## config.mk

```make
export PLATFORM = sky130hd
export DESIGN_NAME = clock_switch_sequencer
export DESIGN_NICKNAME = d
export VERILOG_FILES = /design/src/design/clk_switch_pkg.sv /design/src/design/lock_timer_if.sv /design/src/design/lock_timer.sv /design/src/design/clock_switch_sequencer.sv
export SDC_FILE = /design/constraint.sdc
export NUM_CORES = 1
export LEC_CHECK = 0
export ABC_AREA = 1
export BUFFER_PORTS_ARGS = -buffer_cell sky130_fd_sc_hd__buf_4
export CAP_MARGIN = 20
export CORE_MARGIN = 5
export CORE_UTILIZATION = 45
export CTS_CLUSTER_DIAMETER = 80
export CTS_CLUSTER_SIZE = 16
export DETAILED_ROUTE_END_ITERATION = 10
export PLACE_DENSITY = 0.68
export SLEW_MARGIN = 20
export SYNTH_ARGS = -nofsm -noshare
export SYNTH_HDL_FRONTEND = slang
export SYNTH_SLANG_ARGS = --single-unit
```

## constraint.sdc

```tcl
create_clock -name clock -period 1.8 [get_ports clock]
set_input_delay 0.27 -clock clock [delete_from_list [all_inputs] [get_ports clock]]
set_output_delay 0.27 -clock clock [all_outputs]
set_load 0.03 [all_outputs]
```

## src/design/clk_switch_pkg.sv

```systemverilog
package clk_switch_pkg;
   // selection widths
   localparam int SRC_W = 3;
   localparam int DIV_W = 4;
   // reset values of the request and status fields
   localparam logic [2:0] SRC_RESET = 3'h0;
   localparam logic [3:0] DIV_RESET = 4'h0;
   // source codes that run through the loop, each with its own loop input
   localparam logic [2:0] SRC_LOOP_HF = 3'h1;
   localparam logic [2:0] SRC_LOOP_EXT = 3'h2;
   // loop lock timing at a 5 ns clock; longest wait rounds down
   localparam int CLK_PERIOD_PS = 5000;
   localparam int LOCK_TIMEOUT_NS = 2000;
   localparam int LOCK_TIMEOUT_CYC = (LOCK_TIMEOUT_NS * 1000) / CLK_PERIOD_PS;
   localparam int LOCK_CNT_W = 12;

   typedef enum logic [2:0] {
      ST_IDLE,
      ST_WAIT_OSC,
      ST_READY,
      ST_LOCK,
      ST_SLEEP
   } switch_state_t;

   // true when a source selection is fed through the loop
   function automatic logic is_loop(input logic [2:0] sel);
      is_loop = (sel == SRC_LOOP_HF) || (sel == SRC_LOOP_EXT);
   endfunction : is_loop
endpackage : clk_switch_pkg

```

## src/design/lock_timer_if.sv

```systemverilog
`timescale 1ns/1ps
`default_nettype none
interface lock_timer_if;
   logic run;
   logic expired;
   modport owner (output run, input expired);
   modport timer (input run, output expired);
endinterface : lock_timer_if
`default_nettype wire

```

## src/design/lock_timer.sv

```systemverilog
`timescale 1ns/1ps
`default_nettype none
module lock_timer #(
   parameter int COUNT = clk_switch_pkg::LOCK_TIMEOUT_CYC
) (
   // clock and reset
   input wire logic clock,
   input wire logic sys_rst,
   // run and expiry
   lock_timer_if.timer tmr
);
   import clk_switch_pkg::*;

   localparam logic [LOCK_CNT_W-1:0] LAST = LOCK_CNT_W'(COUNT - 1);
   logic [LOCK_CNT_W-1:0] count;

   // counts while run is high, restarts whenever run drops
   always_ff @(posedge clock or posedge sys_rst) begin
      if (sys_rst) begin
         count <= '0;
      end else if (!tmr.run) begin
         count <= '0;
      end else if (count != LAST) begin
         count <= count + 1'b1;
      end
   end

   // one-cycle expiry pulse on reaching the last count
   always_ff @(posedge clock or posedge sys_rst) begin
      if (sys_rst) begin
         tmr.expired <= 1'b0;
      end else begin
         tmr.expired <= tmr.run && (count == LAST - 1'b1);
      end
   end
endmodule : lock_timer
`default_nettype wire

```

## src/design/clock_switch_sequencer.sv

```systemverilog
// What this block does
// - divider-only change goes from idle straight to ready
// - divider-only change skips oscillator start-up wait
// - no switch completes while hold is set, except a loop switch already waiting for lock
// - status keeps old selection until the switch
// - switch loads status and sets ready flag
// - hardware clears new-source-ready on completion
// - loop input follows new, then current selection
// - keep running old loop input while new starts
// - suspend system while loop input changes and locks
// - failed loop lock triggers fail-safe monitor
// - sleep mid-switch abandons switch and sleeps
// - wake with hold clear uses new clock, flags
// - wake with hold set keeps old, re-requests
`timescale 1ns/1ps
`default_nettype none
module clock_switch_sequencer #(
   parameter int LOCK_CYCLES = clk_switch_pkg::LOCK_TIMEOUT_CYC
) (
   // clock and reset
   input wire logic clock,
   input wire logic sys_rst,
   // new clock request register write
   input wire logic req_write,
   input wire logic [clk_switch_pkg::SRC_W-1:0] req_source,
   input wire logic [clk_switch_pkg::DIV_W-1:0] req_divider,
   input wire logic switch_hold,
   input wire logic int_clear,
   // power state
   input wire logic sleep_enter,
   input wire logic wake,
   // oscillators and loop
   input wire logic osc_ready,
   input wire logic loop_locked,
   output logic osc_enable,
   output logic [clk_switch_pkg::SRC_W-1:0] osc_start_sel,
   output logic [clk_switch_pkg::SRC_W-1:0] loop_input_sel,
   // status
   output logic [clk_switch_pkg::SRC_W-1:0] new_source_sel,
   output logic [clk_switch_pkg::DIV_W-1:0] new_divider,
   output logic [clk_switch_pkg::SRC_W-1:0] current_source_sel,
   output logic [clk_switch_pkg::DIV_W-1:0] current_divider,
   output logic switch_ready_flag,
   output logic new_source_ready_flag,
   output logic switch_done_int_flag,
   output logic system_suspend,
   output logic fail_safe_clock_monitor,
   output logic sleeping
);
   import clk_switch_pkg::*;

   switch_state_t state;
   logic pending;
   logic same_src;
   logic loop_change;
   logic commit;
   logic wake_commit;
   lock_timer_if tmr_bus ();

   lock_timer #(.COUNT(LOCK_CYCLES)) u_lock_timer (
      .clock(clock),
      .sys_rst(sys_rst),
      .tmr(tmr_bus.timer)
   );

   // request differs from status; loop input change detection
   assign pending = (new_source_sel != current_source_sel) ||
                    (new_divider != current_divider);
   assign same_src = (new_source_sel == current_source_sel);
   assign loop_change = is_loop(new_source_sel) &&
                        is_loop(current_source_sel) && !same_src;
   assign wake_commit = (state == ST_SLEEP) && wake && !switch_hold &&
                        pending;
   assign commit = wake_commit || (!sleep_enter && !req_write &&
      (((state == ST_READY) && !switch_hold && !loop_change) ||
       ((state == ST_LOCK) && loop_locked)));
   assign tmr_bus.run = (state == ST_LOCK) && !loop_locked;

   // combinational clocking-side controls
   assign osc_enable = (state == ST_WAIT_OSC) || (state == ST_READY) ||
                       (state == ST_LOCK);
   assign osc_start_sel = new_source_sel;
   assign loop_input_sel = (state == ST_LOCK) ? new_source_sel
                                              : current_source_sel;
   assign system_suspend = (state == ST_LOCK);
   assign sleeping = (state == ST_SLEEP);

   // sequencer state
   always_ff @(posedge clock or posedge sys_rst) begin
      if (sys_rst) begin
         state <= ST_IDLE;
      end else if (sleep_enter && state != ST_SLEEP) begin
         state <= ST_SLEEP;
      end else if (req_write && state != ST_SLEEP) begin
         state <= ST_IDLE;
      end else begin
         case (state)
            ST_IDLE: begin
               if (pending) begin
                  state <= same_src ? ST_READY : ST_WAIT_OSC;
               end
            end
            ST_WAIT_OSC: begin
               if (osc_ready) begin
                  state <= ST_READY;
               end
            end
            ST_READY: begin
               if (!switch_hold) begin
                  state <= loop_change ? ST_LOCK : ST_IDLE;
               end
            end
            ST_LOCK: begin
               if (loop_locked || tmr_bus.expired) begin
                  state <= ST_IDLE;
               end
            end
            ST_SLEEP: begin
               if (wake) begin
                  state <= ST_IDLE;
               end
            end
            default: state <= ST_IDLE;
         endcase
      end
   end

   // request register; a failed lock drops the request
   always_ff @(posedge clock or posedge sys_rst) begin
      if (sys_rst) begin
         new_source_sel <= SRC_RESET;
         new_divider <= DIV_RESET;
      end else if (req_write) begin
         new_source_sel <= req_source;
         new_divider <= req_divider;
      end else if (state == ST_LOCK && tmr_bus.expired && !loop_locked) begin
         new_source_sel <= current_source_sel;
         new_divider <= current_divider;
      end
   end

   // status register changes only at the switch instant
   always_ff @(posedge clock or posedge sys_rst) begin
      if (sys_rst) begin
         current_source_sel <= SRC_RESET;
         current_divider <= DIV_RESET;
      end else if (commit) begin
         current_source_sel <= new_source_sel;
         current_divider <= new_divider;
      end
   end

   // ready flags: switch-ready set on switch; new-source-ready cleared on switch; both cleared by a new request
   always_ff @(posedge clock or posedge sys_rst) begin
      if (sys_rst) begin
         switch_ready_flag <= 1'b0;
         new_source_ready_flag <= 1'b0;
      end else begin
         if (commit) begin
            switch_ready_flag <= 1'b1;
         end else if (req_write) begin
            switch_ready_flag <= 1'b0;
         end
         if (commit || sleep_enter || req_write) begin
            new_source_ready_flag <= 1'b0;
         end else if (state == ST_WAIT_OSC && osc_ready) begin
            new_source_ready_flag <= 1'b1;
         end else if (state == ST_IDLE && pending && same_src) begin
            new_source_ready_flag <= 1'b1;
         end
      end
   end

   // switch interrupt flag, set wins over clear
   always_ff @(posedge clock or posedge sys_rst) begin
      if (sys_rst) begin
         switch_done_int_flag <= 1'b0;
      end else if (commit) begin
         switch_done_int_flag <= 1'b1;
      end else if (int_clear) begin
         switch_done_int_flag <= 1'b0;
      end
   end

   // fail-safe pulse on lock timeout
   always_ff @(posedge clock or posedge sys_rst) begin
      if (sys_rst) begin
         fail_safe_clock_monitor <= 1'b0;
      end else begin
         fail_safe_clock_monitor <= (state == ST_LOCK) && tmr_bus.expired &&
            !loop_locked && !sleep_enter && !req_write;
      end
   end
endmodule : clock_switch_sequencer
`default_nettype wire

```

==> Word-level counts from Yosys, hierarchy flattened <==
Index checks and enable logic that the tools add are counted.
{ "op_classes": {"addsub": 1, "n_eq_ne": 20, "n_mux": 24, "reduce_logical": 43} }
{ "op_table": {"columns": ["operator", "n"], "rows": [
  ["3-bit two-way mux", 10],
  ["12-bit two-way mux", 2],
  ["1-bit logical AND", 21],
  ["3-bit one-hot mux with 5 select lines", 1],
  ["12-bit by 1-bit adder with 12-bit output, second input constant", 1],
  ["12-bit by 9-bit equality test with 1-bit output, second input constant", 1],
  ["3-bit by 2-bit equality test with 1-bit output, second input constant", 4],
  ["12-bit by 9-bit != test with 1-bit output, second input constant", 1],
  ["4-bit by 2-bit != test with 1-bit output, second input constant", 3],
  ["1-bit logical OR", 10],
  ["3-bit by 1-bit equality test with 1-bit output, second input constant", 3],
  ["4-bit two-way mux", 2],
  ["1-bit two-way mux", 7],
  ["1-bit zero test", 6],
  ["2-bit nonzero test", 3],
  ["5-bit AND reduction", 1],
  ["2-bit two-way mux", 2],
  ["4-bit by 1-bit != test with 1-bit output, second input constant", 1],
  ["4-bit != test", 1],
  ["4-bit != test, second input constant", 1],
  ["3-bit equality test", 1],
  ["3-bit equality test, second input constant", 1],
  ["3-bit zero test", 1],
  ["3-bit != test", 1],
  ["3 further kinds", 3]
]} }
{ "word_totals": {"regBits": 34, "inputBits": 16, "output_inout_bits": 27, "elab_cells": 99} }

==> Logic depth before layout (Yosys ltp) <==
Gate-level depths: netlist (run 1).
{ "depth": {"depth_word": 12, "mapped_depth": 11, "depth_no_buf": 11} }

==> By module <==
From an unflattened synthesis (run 1), not the netlist that was laid out.
{ "unflattened": {"hier_cells": 293, "hier_area_um2": 2095.8} }
{ "modules_own_cells": {"columns": ["mod", "n_inst", "cells_each", "area_per_inst_um2", "seq_area_each_um2"], "rows": [
  ["clock_switch_sequencer", 1, 186, 1307.5, 525.5],
  ["lock_timer", 1, 107, 788.3, 325.3]
]} }

==> Worst setup path before layout (run 1) <==
No wires, ideal clock.
{ "synth_path": {"kind": "register to output", "startpoint": "register new_source_sel[0] (netlist name)", "endpoint": "output port loop_input_sel[0] (netlist name)", "t_arrival_ns": 1.392, "t_required_ns": 1.530, "slack_ns": 0.138, "path_stages_with_launch": 3, "n_path_buf": 0, "cell_sequence": "dfrtp_1 -> inv_1 -> o21ai_0"} }
{ "synth_between": {"elab_chain_len": 1} }
{ "synth_rtl": {"columns": ["element", "line", "text"], "rows": [
  ["start, declared", "clock_switch_sequencer.sv:39", "output logic [clk_switch_pkg::SRC_W-1:0] new_source_sel,"],
  ["start signal, assigned", "clock_switch_sequencer.sv:134", "new_source_sel <= req_source;"],
  ["start signal, assigned", "clock_switch_sequencer.sv:137", "new_source_sel <= current_source_sel;"],
  ["3-bit two-way mux", "clock_switch_sequencer.sv:83", "assign loop_input_sel = (state == ST_LOCK) ? new_source_sel"],
  ["end, declared", "clock_switch_sequencer.sv:37", "output logic [clk_switch_pkg::SRC_W-1:0] loop_input_sel,"]
]} }
No other way between the ends.

==> Worst setup path in the final report (run 1) <==
{ "layout_path": {"startpoint": "register current_source_sel[1] (netlist name)", "endpoint": "register current_divider[3] (netlist name)"} }
{ "layout_between": {"elab_chain_len": 9, "word_cells_on_any_way": 15, "classes_between": "eq/ne: 4; reduce/logical: 11"} }
{ "layout_rtl": {"columns": ["element", "line", "text"], "rows": [
  ["start, declared", "clock_switch_sequencer.sv:41", "output logic [clk_switch_pkg::SRC_W-1:0] current_source_sel,"],
  ["start signal, assigned", "clock_switch_sequencer.sv:148", "current_source_sel <= new_source_sel;"],
  ["3-bit by 1-bit equality test with 1-bit output or 3-bit by 2-bit equality test with 1-bit output (tied branches)", "clk_switch_pkg.sv:27", "is_loop = (sel == SRC_LOOP_HF) || (sel == SRC_LOOP_EXT);"],
  ["1-bit logical OR", "clk_switch_pkg.sv:27", null],
  ["1-bit logical AND", "clock_switch_sequencer.sv:70", "assign loop_change = is_loop(new_source_sel) &&"],
  ["1-bit logical AND", "clock_switch_sequencer.sv:71", "is_loop(current_source_sel) && !same_src;"],
  ["1-bit zero test", "clock_switch_sequencer.sv:75", "(((state == ST_READY) && !switch_hold && !loop_change) ||"],
  ["1-bit logical AND", "clock_switch_sequencer.sv:75", null],
  ["1-bit logical OR", "clock_switch_sequencer.sv:75", null],
  ["1-bit logical AND", "clock_switch_sequencer.sv:74", "assign commit = wake_commit || (!sleep_enter && !req_write &&"],
  ["1-bit logical OR *", "clock_switch_sequencer.sv:74", null],
  ["end signal, assigned", "clock_switch_sequencer.sv:149", "current_divider <= new_divider;"],
  ["end, declared", "clock_switch_sequencer.sv:42", "output logic [clk_switch_pkg::DIV_W-1:0] current_divider,"]
]} }
Mark *: on every way between the ends. The rest lies on a longest branch, timed or not.
A chain may end at the register's enable or synchronous reset.

==> reports/metrics.csv, run 1 <==
stage,metric,value,unit
clock_tree,cts_tree,built,
critical_path,endpoint_kind,flop,
run_status,status,"complete, no violations",
synthesis,synth.area.top_cells,"dfrtp_1 (44%), nand2_1 (14%), inv_1 (6.6%)",
critical_path,crit_path_start_kind,flop,
synthesis,synth-main-ff-cell,dfrtp_1,
synthesis,syn_area_per_cell,7.546,sq um
place,dp_hpwl,3.512,mm
critical_path,path_class,reg2reg,
route,routedWlPerCell,12.97,um
clock_tree,clkTransAtPathRegs,0.07,ns
global_route,grt_max_degree,35,
cells_and_area,final_common_cell,nand2_1,
die,start_util,47.27,%
critical_path,critPathMaxFanout,9,
sta,worst_slew_pin_slew,0.4324,ns
place,gp_congestion,0.8390,
synthesis,syn_nets,274,
critical_path,crit_required,1.98,ns
sta,grt_setup_unrepaired,no,
clock_tree,root_buffer,clkbuf_8,
sta,relSlewSlack,71.17,%
clock_tree,htreeDepth,2,
global_route,grt_use_total,18.31,%
critical_path,timing.rr.end,current_divider[3],
sta,holdWs,0.07700,ns
synthesis,yosys.area.top_type,dfrtp_1,
place,port_buffers,42,
global_route,grt_pass1_wl,7.845,mm
die,rows,23,
place,place_inst,347,
cells_and_area,final_cell_mix,"nand2_1 (71), buf_4 (46), inv_1 (34), dfrtp_1 (34), nor2_1 (26)",
die,die_h,75.52,um
sta,min_period_over_period,90.11,%
cells_and_area,syn_to_final_growth,23.38,%
clock_tree,clockBufferDepth,2,
pwr,power_leakage,0.001223,uW
sta,setup_viol,0,
global_route,antenna_found_initial,0,
synthesis,synthesis.area,1932,sq um
clock_tree,numClockSinks,34,
synthesis,syn_inst,256,
global_route,grt_pass1_vias,1719,
synthesis,synth_top_area_share,44.04,%
synthesis,synthArstFlopShare,100.0,%
route,vias_per_cell,5.011,
critical_path,reg2reg_slack,0.18,ns
route,drcViolationCount,0,
cells_and_area,antenna_cells,0,
worst_hold_path,hp-class,in2async,
sta,drv_slew,0,
cells_and_area,utilization,58.33,%
cells_and_area,fin_cells,353,
route,ant_nets,0,
synthesis,synth_edf_count,0,
sta,layout_min_cycle_time,1.622,ns
clock_tree,numCtsBuffers,5,
synthesis,yosysSeqAreaShare,44.04,%
die,die-area,5703,sq um
cells_and_area,layout-drive-gt1-share,22.11,%
sta,final.setup.tns,0,ns
pwr,ir_worst_vdd,0.0006363,V
clock_tree,cts_resized,0,
synthesis,yosysWarnings,0,
critical_path,r2r_start,current_source_sel[1],
clock_tree,post_cts_buffers,0,
clock_tree,hold_buffers,0,
flow_run,maxCapViolations,0,
die,die_w,75.52,um
route,drtIter0Drc,111,
clock_tree,clk_latency,0.29,ns
critical_path,worstSetupStartpoint,current_source_sel[1],
cells_and_area,nNetsFinal,322,
synthesis,synth.distinct_cells,28,
sta,hold_viol,0,
die,pin_count,43,
synthesis,ys_ff_latch,34,
critical_path,crit_arrival,1.80,ns
route,dr.pass1.iters,4,
global_route,overflow,0,
pwr,power_density,1131,nW/um^2
critical_path,r2r_cells,8,
die,core_area,4086,sq um
sta,fmax,616.5,MHz
route,wl,4.580,mm
route,vias,1769,
sta,clock-skew-final,0.009383,ns
cell families after synthesis:
logic type	count (synthesis)	synth area share, %
XOR/XNOR	7	3.174
buffers and inverters	42	9.196
AO/OA/AOI/OAI	31	8.873
AND/OR/NAND/NOR	140	33.42
adder cells (fa/ha/maj)	2	1.295
flip-flops	34	44.04
worst max path at each step:
stage | end | slack, ns
after floorplan | loop_input_sel[0] | 0.14
after global placement | current_divider[3] | 0.23
after detailed placement | current_divider[3] | 0.21
after CTS | loop_input_sel[2] | 0.17
after global routing | current_source_sel[0] | 0.01
final | current_divider[3] | 0.18
power by group:
| group | leakage [uW] | total [uW] | internal, uW | switching (uW) |
|---|---|---|---|---|
| Combinational | 0.000736 | 1080 | 403 | 678 |
| Clock | 0.0000431 | 563 | 295 | 268 |
| Sequential | 0.000444 | 1050 | 878 | 173 |
worst max-delay path, cell delays in order, from the launching register on:
cell	delay [ns]
dfrtp_1	0.47
xnor2_1	0.22
nand3_1	0.18
inv_1	0.11
nand2_1	0.08
nand2_2	0.19
nand2_4	0.13
nand2_1	0.08
nand2_1	0.05
area by class of cell:
| type | instances | area (sq um) |
|---|---|---|
| fill | 399 | 1703 |
| multi-input combinational | 180 | 903.4 |
| inverter | 37 | 138.9 |
| tap | 50 | 62.56 |
| sequential | 34 | 850.8 |
| clock buffer | 6 | 82.58 |
| timing repair buffer | 46 | 345.3 |
flip-flops by register name, summed over array words and instances (netlist names), 3 cells and up:
signal	flops
current_source_sel	3
state	3
new_divider	4
new_source_sel	3
u_lock_timer.count	12
current_divider	4
per-stage QoR:
| stage | power, uW | setup WS (ns) | cell area (sq um) |
|---|---|---|---|
| 2_1_floorplan | 1757 | 0.1376 | 1932 |
| 3_3_place_gp | 2138 | 0.2260 | 2301 |
| 3_5_place_dp | 2151 | 0.2102 | 2301 |
| 4_1_cts | 2722 | 0.1670 | 2384 |
| 5_1_grt | 2872 | 0.009778 | 2384 |
| 6_report | 2695 | 0.1780 | 2384 |
routing by layer:
layer	global-route usage (%)	part of all wire [%]	up-vias
li1	-	-	911
met1	25.08	46	805
met2	28.19	46	47
met3	4.749	7.2	6
met4	6.408	1.4	0
met5	0	0	-
Yosys cell counts, drive strengths merged (2+ instances only):
cell,count
xnor2,6
dfrtp,34
inv,37
nand3,19
buf,4
nand4,5
o22ai,3
o21ai,12
nor3,9
a21oi,11
nor2,29
nand2,77
o211ai,2
ha,2
No activity file was read; power rests on OpenSTA's default activity.
==> inputs of run 2 (changes only) <==
--- a/config.mk
+++ b/config.mk
@@ -7,7 +7,6 @@
 export LEC_CHECK = 0
 export ABC_AREA = 1
 export BUFFER_PORTS_ARGS = -buffer_cell sky130_fd_sc_hd__buf_4
-export CAP_MARGIN = 20
 export CORE_MARGIN = 5
 export CORE_UTILIZATION = 45
 export CTS_CLUSTER_DIAMETER = 80
@@ -17,4 +16,5 @@
 export SLEW_MARGIN = 20
 export SYNTH_ARGS = -nofsm -noshare
 export SYNTH_HDL_FRONTEND = slang
+export SYNTH_HIERARCHICAL = 1
 export SYNTH_SLANG_ARGS = --single-unit
==> run 2 against run 1 <==
Net effect:
- total power up 0.25%
- first-iteration DRC count up 17%
- register-to-register slack better by 0.05 ns
- combinational power hardly changed
- fmax is 3.2% lower
- final cell count up 11%
==> reports/metrics.csv, run 2 <==
stage,metric,value,unit,change
run_status,status,"complete, no violations",,unchanged
cells_and_area,final_common_cell,nand2_1,,unchanged
route,wl_met3,234,um,was 331 um
synthesis,synth_commonest_cells,"nand2_1 (105), dfrtp_1 (34), inv_1 (32)",,"was nand2_1 (71), dfrtp_1 (34), inv_1 (34)"
cells_and_area,register_area,850.8,sq um,unchanged
clock_tree,post_cts_buffers,0,,unchanged
synthesis,yosysWarnings,6,,was 0
route,routedWlPerCell,12.36,um,was 12.97 um
global_route,grt_use_total,16.85,%,was 18.31%
synthesis,synth_edf_count,0,,unchanged
global_route,overflow,0,,unchanged
sta,hold_viol,0,,unchanged
synthesis,synthesis.area,2096,sq um,was 1932 sq um
critical_path,critPathMaxStageDelay,0.43,ns,was 0.47 ns
critical_path,crit_required,1.53,ns,was 1.98 ns
sta,drv_slew,0,,unchanged
critical_path,critPathMaxFanout,9,,unchanged
cells_and_area,largest_register,u_lock_timer/count,,was u_lock_timer.count
critical_path,worst_path_max_delay_cell,dfrtp_1,,unchanged
clock_tree,clkTransAtPathRegs,0.07,ns,about the same
critical_path,crit_path_start_kind,flop,,unchanged
die,core_area,4444,sq um,was 4086 sq um
die,start_util,47.16,%,was 47.27%
synthesis,ys_ff_latch,34,,unchanged
critical_path,path_cells,inv_2 > nand3_2 > o21ai_0 > buf_4,,was xnor2_1 > nand3_1 > inv_1 > nand2_1 > nand2_2 > nand2_4 > nand2_1 > nand2_1
synthesis,synth_top_area_share,40.60,%,was 44.04%
cells_and_area,multi_input_area,1050,sq um,was 903.4 sq um
global_route,grt_max_degree,22,,was 35
cells_and_area,final_cell_mix,"nand2_1 (105), buf_4 (44), dfrtp_1 (34)",,"was nand2_1 (71), buf_4 (46), inv_1 (34), dfrtp_1 (34), nor2_1 (26)"
synthesis,synth-main-ff-cell,dfrtp_1,,unchanged
die,die_w,78.25,um,was 75.52 um
flow_run,maxCapViolations,0,,unchanged
clock_tree,clk_latency,0.28,ns,was 0.29 ns
synthesis,synth.area.top_cells,"dfrtp_1 (41%), nand2_1 (19%), nand3_1 (7.2%)",,"was dfrtp_1 (44%), nand2_1 (14%), inv_1 (6.6%)"
route,wl_met2,2.237,mm,was 2.097 mm
pwr,power_leakage,0.001349,uW,was 0.001223 uW
sta,fmax,596.7,MHz,was 616.5 MHz
critical_path,path_delay_family,flip-flops,,was simple AND/OR/NAND/NOR gates
cells_and_area,top_regs,"u_lock_timer/count (12), current_divider (4), new_divider (4)",,"was u_lock_timer.count (12), current_divider (4), new_divider (4)"
sta,worst_slew_pin_slew,0.5065,ns,was 0.4324 ns
synthesis,yosysMostFrequentCell,nand2_1,,unchanged
critical_path,crit_arrival,1.41,ns,was 1.80 ns
cells_and_area,nNetsFinal,357,,was 322
critical_path,endpoint_kind,output port,,was flop
synthesis,yosys.area.top_type,dfrtp_1,,unchanged
global_route,antenna_found_initial,0,,unchanged
cells_and_area,final_cell_area,2545,sq um,was 2384 sq um
critical_path,critical_path_buf_inv_count,2,,was 1
cells_and_area,largest_reg_flops,12,,unchanged
clock_tree,numClockSinks,34,,unchanged
clock_tree,clockBufferDepth,2,,unchanged
worst_hold_path,hp-class,in2async,,unchanged
place,dp_hpwl,3.814,mm,was 3.512 mm
sta,setup_viol,0,,unchanged
sta,min_period_over_period,93.10,%,was 90.11%
global_route,grt_pass1_vias,1783,,"was 1,719"
place,gp_congestion,0.9979,,was 0.8390
sta,grt_setup_unrepaired,no,,unchanged
pwr,ir_worst_vdd,0.0006914,V,was 0.0006363 V
synthesis,yosysSeqAreaShare,40.60,%,was 44.04%
clock_tree,htreeDepth,2,,unchanged
global_route,grt_pass1_wl,8.273,mm,was 7.845 mm
cells_and_area,layout-drive-gt1-share,23.82,%,was 22.11%
sta,relSlewSlack,66.20,%,was 71.17%
clock_tree,hold_buffers,0,,unchanged
clock_tree,cts_tree,built,,unchanged
route,vias,1970,,"was 1,769"
route,drcViolationCount,0,,unchanged
synthesis,synth.distinct_cells,27,,was 28
critical_path,path_class,reg2out,,was reg2reg
place,place_inst,384,,was 347
clock_tree,root_buffer,clkbuf_8,,unchanged
route,drtIter0Drc,130,,was 111
die,rows,24,,was 23
cells_and_area,syn_to_final_growth,21.43,%,was 23.38%
die,die_h,78.25,um,was 75.52 um
route,highest_layer,met4,,unchanged
route,ant_nets,0,,unchanged
place,placed_area,2454,sq um,was 2301 sq um
route,vias_per_cell,5.026,,was 5.011
route,wl,4.844,mm,was 4.580 mm
cells_and_area,fill_cells,458,,was 399
route,wl_met1,2.289,mm,was 2.086 mm
clock_tree,numCtsBuffers,5,,unchanged
cells_and_area,antenna_cells,0,,unchanged
synthesis,syn_nets,311,,was 274
synthesis,syn_inst,293,,was 256
pwr,power_density,1062,nW/um^2,was 1131 nW/um^2
sta,final.setup.tns,0,ns,unchanged
synthesis,syn_area_per_cell,7.153,sq um,was 7.546 sq um
route,dr.pass1.iters,4,,unchanged
cells_and_area,fin_cells,392,,was 353
clock_tree,cts_resized,0,,unchanged
sta,layout_min_cycle_time,1.676,ns,was 1.622 ns
sta,clock-skew-final,0.002654,ns,was 0.009383 ns
die,die-area,6122,sq um,was 5703 sq um
die,pin_count,43,,unchanged
synthesis,synthArstFlopShare,100.0,%,unchanged
place,port_buffers,42,,unchanged
-- run 2: path summary, 6_finish.rpt --
kind / endpoint / start / cells past startpoint / slack (ns)
max in group asynchronous: u_lock_timer/tmr.expired / sys_rst / 2 / 1.44
hold reg to reg: switch_done_int_flag / switch_done_int_flag / 2 / 0.49
setup / recovery: loop_input_sel[1] / state[2] / 4 / 0.12
min in group clock: new_source_sel[2] / req_source[2] / 3 / 0.21
setup reg to reg: current_divider[0] / current_source_sel[0] / 10 / 0.23
hold / removal: u_lock_timer/count[0] / sys_rst / 2 / 0.02
-- run 2: worst register-to-register path, stage by stage, from the launching register on --
cell     delay [ns]
dfrtp_1        0.45
inv_1          0.14
nand2_1        0.07
nand2_1        0.09
nand3_2        0.12
inv_1          0.09
nand2_1        0.08
nand2_2        0.18
nand2_4        0.12
nand2_1        0.08
nand2_1        0.05
-- run 2: through the flow --
step / worst slack, ns / power, uW / hold WS (ns) / util [%]
finish: 0.1243 / 2702 / 0.01710 / 57.26
global route: 0.02418 / 2882 / 0.06929 / 57.26
CTS: 0.07320 / 2739 / 0.02657 / 57.26
detailed placement: 0.2525 / 2151 / 0.3384 / 55.21
global placement: 0.2533 / 2145 / 0.3327 / 55.21
floorplan: 0.1381 / 1756 / 0.1470 / -
-- run 2: cell families (layout without fill, tap and decap cells) --
logic type / count (synthesis) / in the layout / share of synthesized area (%)
flops: 34 / 34 / 40.60
simple gates: 188 / 188 / 42.09
xor+xnor: 4 / 4 / 1.671
fa+ha+maj: 2 / 2 / 1.194
buf+inv: 47 / 94 / 9.314
compound gates: 18 / 18 / 5.134
-- run 2: report_power, final --
part           switching, uW  internal [uW]  total (uW)
clock                    263            308         571
sequential               162            875        1040
combinational            697            397        1090
-- run 2: area by class of cell --
| class | instances | area share, % |
|---|---|---|
| tap | 52 | 2.557 |
| multi-input combinational | 212 | 41.25 |
| inverter | 42 | 6.195 |
| sequential | 34 | 33.43 |
| clock buffer | 7 | 3.392 |
| clock inverter | 1 | 0.1967 |
| timing repair buffer | 44 | 12.98 |
-- run 2: per-layer routing --
layer | track usage [%] | vias up
met5 | 0 | -
met4 | 6.818 | 0
met3 | 3.776 | 6
met2 | 27.31 | 49
met1 | 21.90 | 900
li1 | - | 1015
==> inputs of run 3 (changes only) <==
--- a/config.mk
+++ b/config.mk
@@ -12,6 +12,7 @@
 export CTS_CLUSTER_DIAMETER = 80
 export CTS_CLUSTER_SIZE = 16
 export DETAILED_ROUTE_END_ITERATION = 10
+export HOLD_SLACK_MARGIN = 0.08
 export PLACE_DENSITY = 0.68
 export SLEW_MARGIN = 20
 export SYNTH_ARGS = -nofsm -noshare
==> run 3 against run 2 <==
Net effect:
- non-clock buffer count increased by 1
- via count increased by 0.20%
- register-to-register slack about the same
- clock power about the same
- final area increased by 0.39%
- critical path depth unchanged
- combinational power about the same
- sequential cell count unchanged
- worst hold slack improved by 0.19 ns
- sequential power about the same
- final cell count increased by 0.26%
- sequential share of layout area decreased by 0.13 points
==> reports/metrics.csv, run 3 (same netlist as run 2, synthesis figures left out) <==
stage,metric,value,unit,change
flow_run,maxCapViolations,0,,unchanged
cells_and_area,final_common_cell,nand2_1,,unchanged
cells_and_area,fill_cells,457,,was 458
cells_and_area,largest_register,u_lock_timer/count,,unchanged
clock_tree,root_buffer,clkbuf_8,,unchanged
critical_path,crit_arrival,1.41,ns,about the same
cells_and_area,layout-drive-gt1-share,23.75,%,was 23.82%
clock_tree,cts_tree,built,,unchanged
critical_path,endpoint_kind,output port,,unchanged
place,pre_cts_slack,0.2525,ns,unchanged
die,core_area,4444,sq um,unchanged
cells_and_area,register_area,850.8,sq um,unchanged
sta,drv_slew,0,,unchanged
global_route,grt_pass1_vias,1786,,"was 1,783"
die,die_h,78.25,um,unchanged
die,start_util,47.16,%,unchanged
place,dp_hpwl,3.814,mm,unchanged
cells_and_area,multi_input_area,1050,sq um,unchanged
sta,min_period_over_period,93.09,%,was 93.10%
critical_path,critPathMaxFanout,9,,unchanged
clock_tree,post_cts_buffers,0,,unchanged
sta,setup_ws,0.1243,ns,about the same
critical_path,path_class,reg2out,,unchanged
sta,layout_min_cycle_time,1.676,ns,about the same
die,die-area,6122,sq um,unchanged
sta,hold_viol,0,,unchanged
die,pin_count,43,,unchanged
clock_tree,numCtsBuffers,5,,unchanged
global_route,grt_pass1_wl,8.286,mm,was 8.273 mm
worst_hold_path,whs_path_depth,3,,
global_route,grt_use_total,16.87,%,was 16.85%
route,drcViolationCount,0,,unchanged
clock_tree,clkTransAtPathRegs,0.07,ns,about the same
route,vias,1974,,"was 1,970"
sta,grt_setup_unrepaired,no,,unchanged
die,die_w,78.25,um,unchanged
sta,fmax,596.8,MHz,was 596.7 MHz
place,gp_congestion,0.9979,,unchanged
clock_tree,htreeDepth,2,,unchanged
route,routedWlPerCell,12.36,um,about the same
place,port_buffers,42,,unchanged
route,wl,4.857,mm,was 4.844 mm
clock_tree,clockBufferDepth,2,,unchanged
cells_and_area,utilization,57.49,%,was 57.26%
worst_hold_path,hp-class,in2reg,,was in2async
pwr,power_density,1058,nW/um^2,was 1062 nW/um^2
critical_path,crit_required,1.53,ns,about the same
cells_and_area,antenna_cells,0,,unchanged
critical_path,r2r_cells,10,,unchanged
cells_and_area,largest_reg_flops,12,,unchanged
clock_tree,clk_latency,0.28,ns,about the same
die,rows,24,,unchanged
route,ant_nets,0,,unchanged
route,drtIter0Drc,142,,was 130
global_route,antenna_found_initial,0,,unchanged
cells_and_area,nNetsFinal,358,,was 357
route,vias_per_cell,5.023,,was 5.026
route,dr.pass1.iters,4,,unchanged
sta,final.setup.tns,0,ns,unchanged
clock_tree,numClockSinks,34,,unchanged
sta,relSlewSlack,66.20,%,about the same
cells_and_area,final_cell_mix,"nand2_1 (105), buf_4 (44), dfrtp_1 (34)",,unchanged
sta,setup_viol,0,,unchanged
global_route,overflow,0,,unchanged
critical_path,crit_path_start_kind,flop,,unchanged
cells_and_area,top_regs,"u_lock_timer/count (12), current_divider (4), new_divider (4)",,unchanged
cells_and_area,syn_to_final_growth,21.91,%,was 21.43%
global_route,grt_max_degree,22,,unchanged
pwr,power_leakage,0.001353,uW,was 0.001349 uW
pwr,ir_worst_vdd,0.0006914,V,about the same
sta,worst_slew_pin_slew,0.5064,ns,was 0.5065 ns
run_status,status,"complete, no violations",,unchanged
sta,clock-skew-final,0.002654,ns,about the same
-- run 3: cell types whose count changed in the layout (fill, tap and decap cells not counted), sizes merged --
cell         delta
dlygate4sd3     +1
-- run 3: timing repair --
action | 4_1_cts | 5_1_grt
resized for setup | 0 | 1
hold endpoints to repair | 34 | 0
setup endpoints to repair | 0 | 1
hold buffers | 1 | 0
-- run 3: worst max-delay path, stage by stage, from the launching register on --
cell	delay, ns
dfrtp_1	0.43
inv_2	0.11
nand3_2	0.18
o21ai_0	0.21
buf_4	0.19
-- run 3: cell type report --
| class | instances | share of cell area [%] |
|---|---|---|
| multi-input cells | 212 | 41.09 |
| flip-flops and latches | 34 | 33.30 |
| repair buffers | 45 | 13.32 |
| inverters | 42 | 6.170 |
| clock buffers | 7 | 3.379 |
| well taps | 52 | 2.547 |
| clock inverters | 1 | 0.1959 |
-- run 3: through the flow --
step                      power [uW]  hold slack (ns)  area (sq um)  instances
after CTS                       2740           0.1977          2555        393
final                           2704           0.2094          2555        393
after global routing            2883           0.2218          2555        393
after detailed placement        2151           0.3384          2454        384
after floorplan                 1756           0.1470          2096        293
after global placement          2145           0.3327          2454        384
-- run 3: report_power, final --
group / internal (uW) / switching (uW)
registers: 875 / 163
logic: 398 / 698
clock network: 308 / 263
total: 1580 / 1120
-- run 3: layer usage --
metal  vias to the layer above  global-route usage (%)  part of all wire (%)
li1                       1013                       -                     -
met1                       906                   21.97                    47
met4                         0                   6.818                   1.7
met5                         -                       0                     0
met2                        49                   27.31                    46
met3                         6                   3.776                   4.8
-- run 3: final timing paths --
path	from	endpoint	slack, ns
setup / recovery	state[2]	loop_input_sel[1]	0.12
hold / removal	req_source[2]	new_source_sel[2]	0.21
setup reg to reg	current_source_sel[0]	current_divider[0]	0.23
hold reg to reg	switch_done_int_flag	switch_done_int_flag	0.49
max in group asynchronous	sys_rst	u_lock_timer/tmr.expired	0.88
min in group asynchronous	sys_rst	u_lock_timer/count[0]	0.57
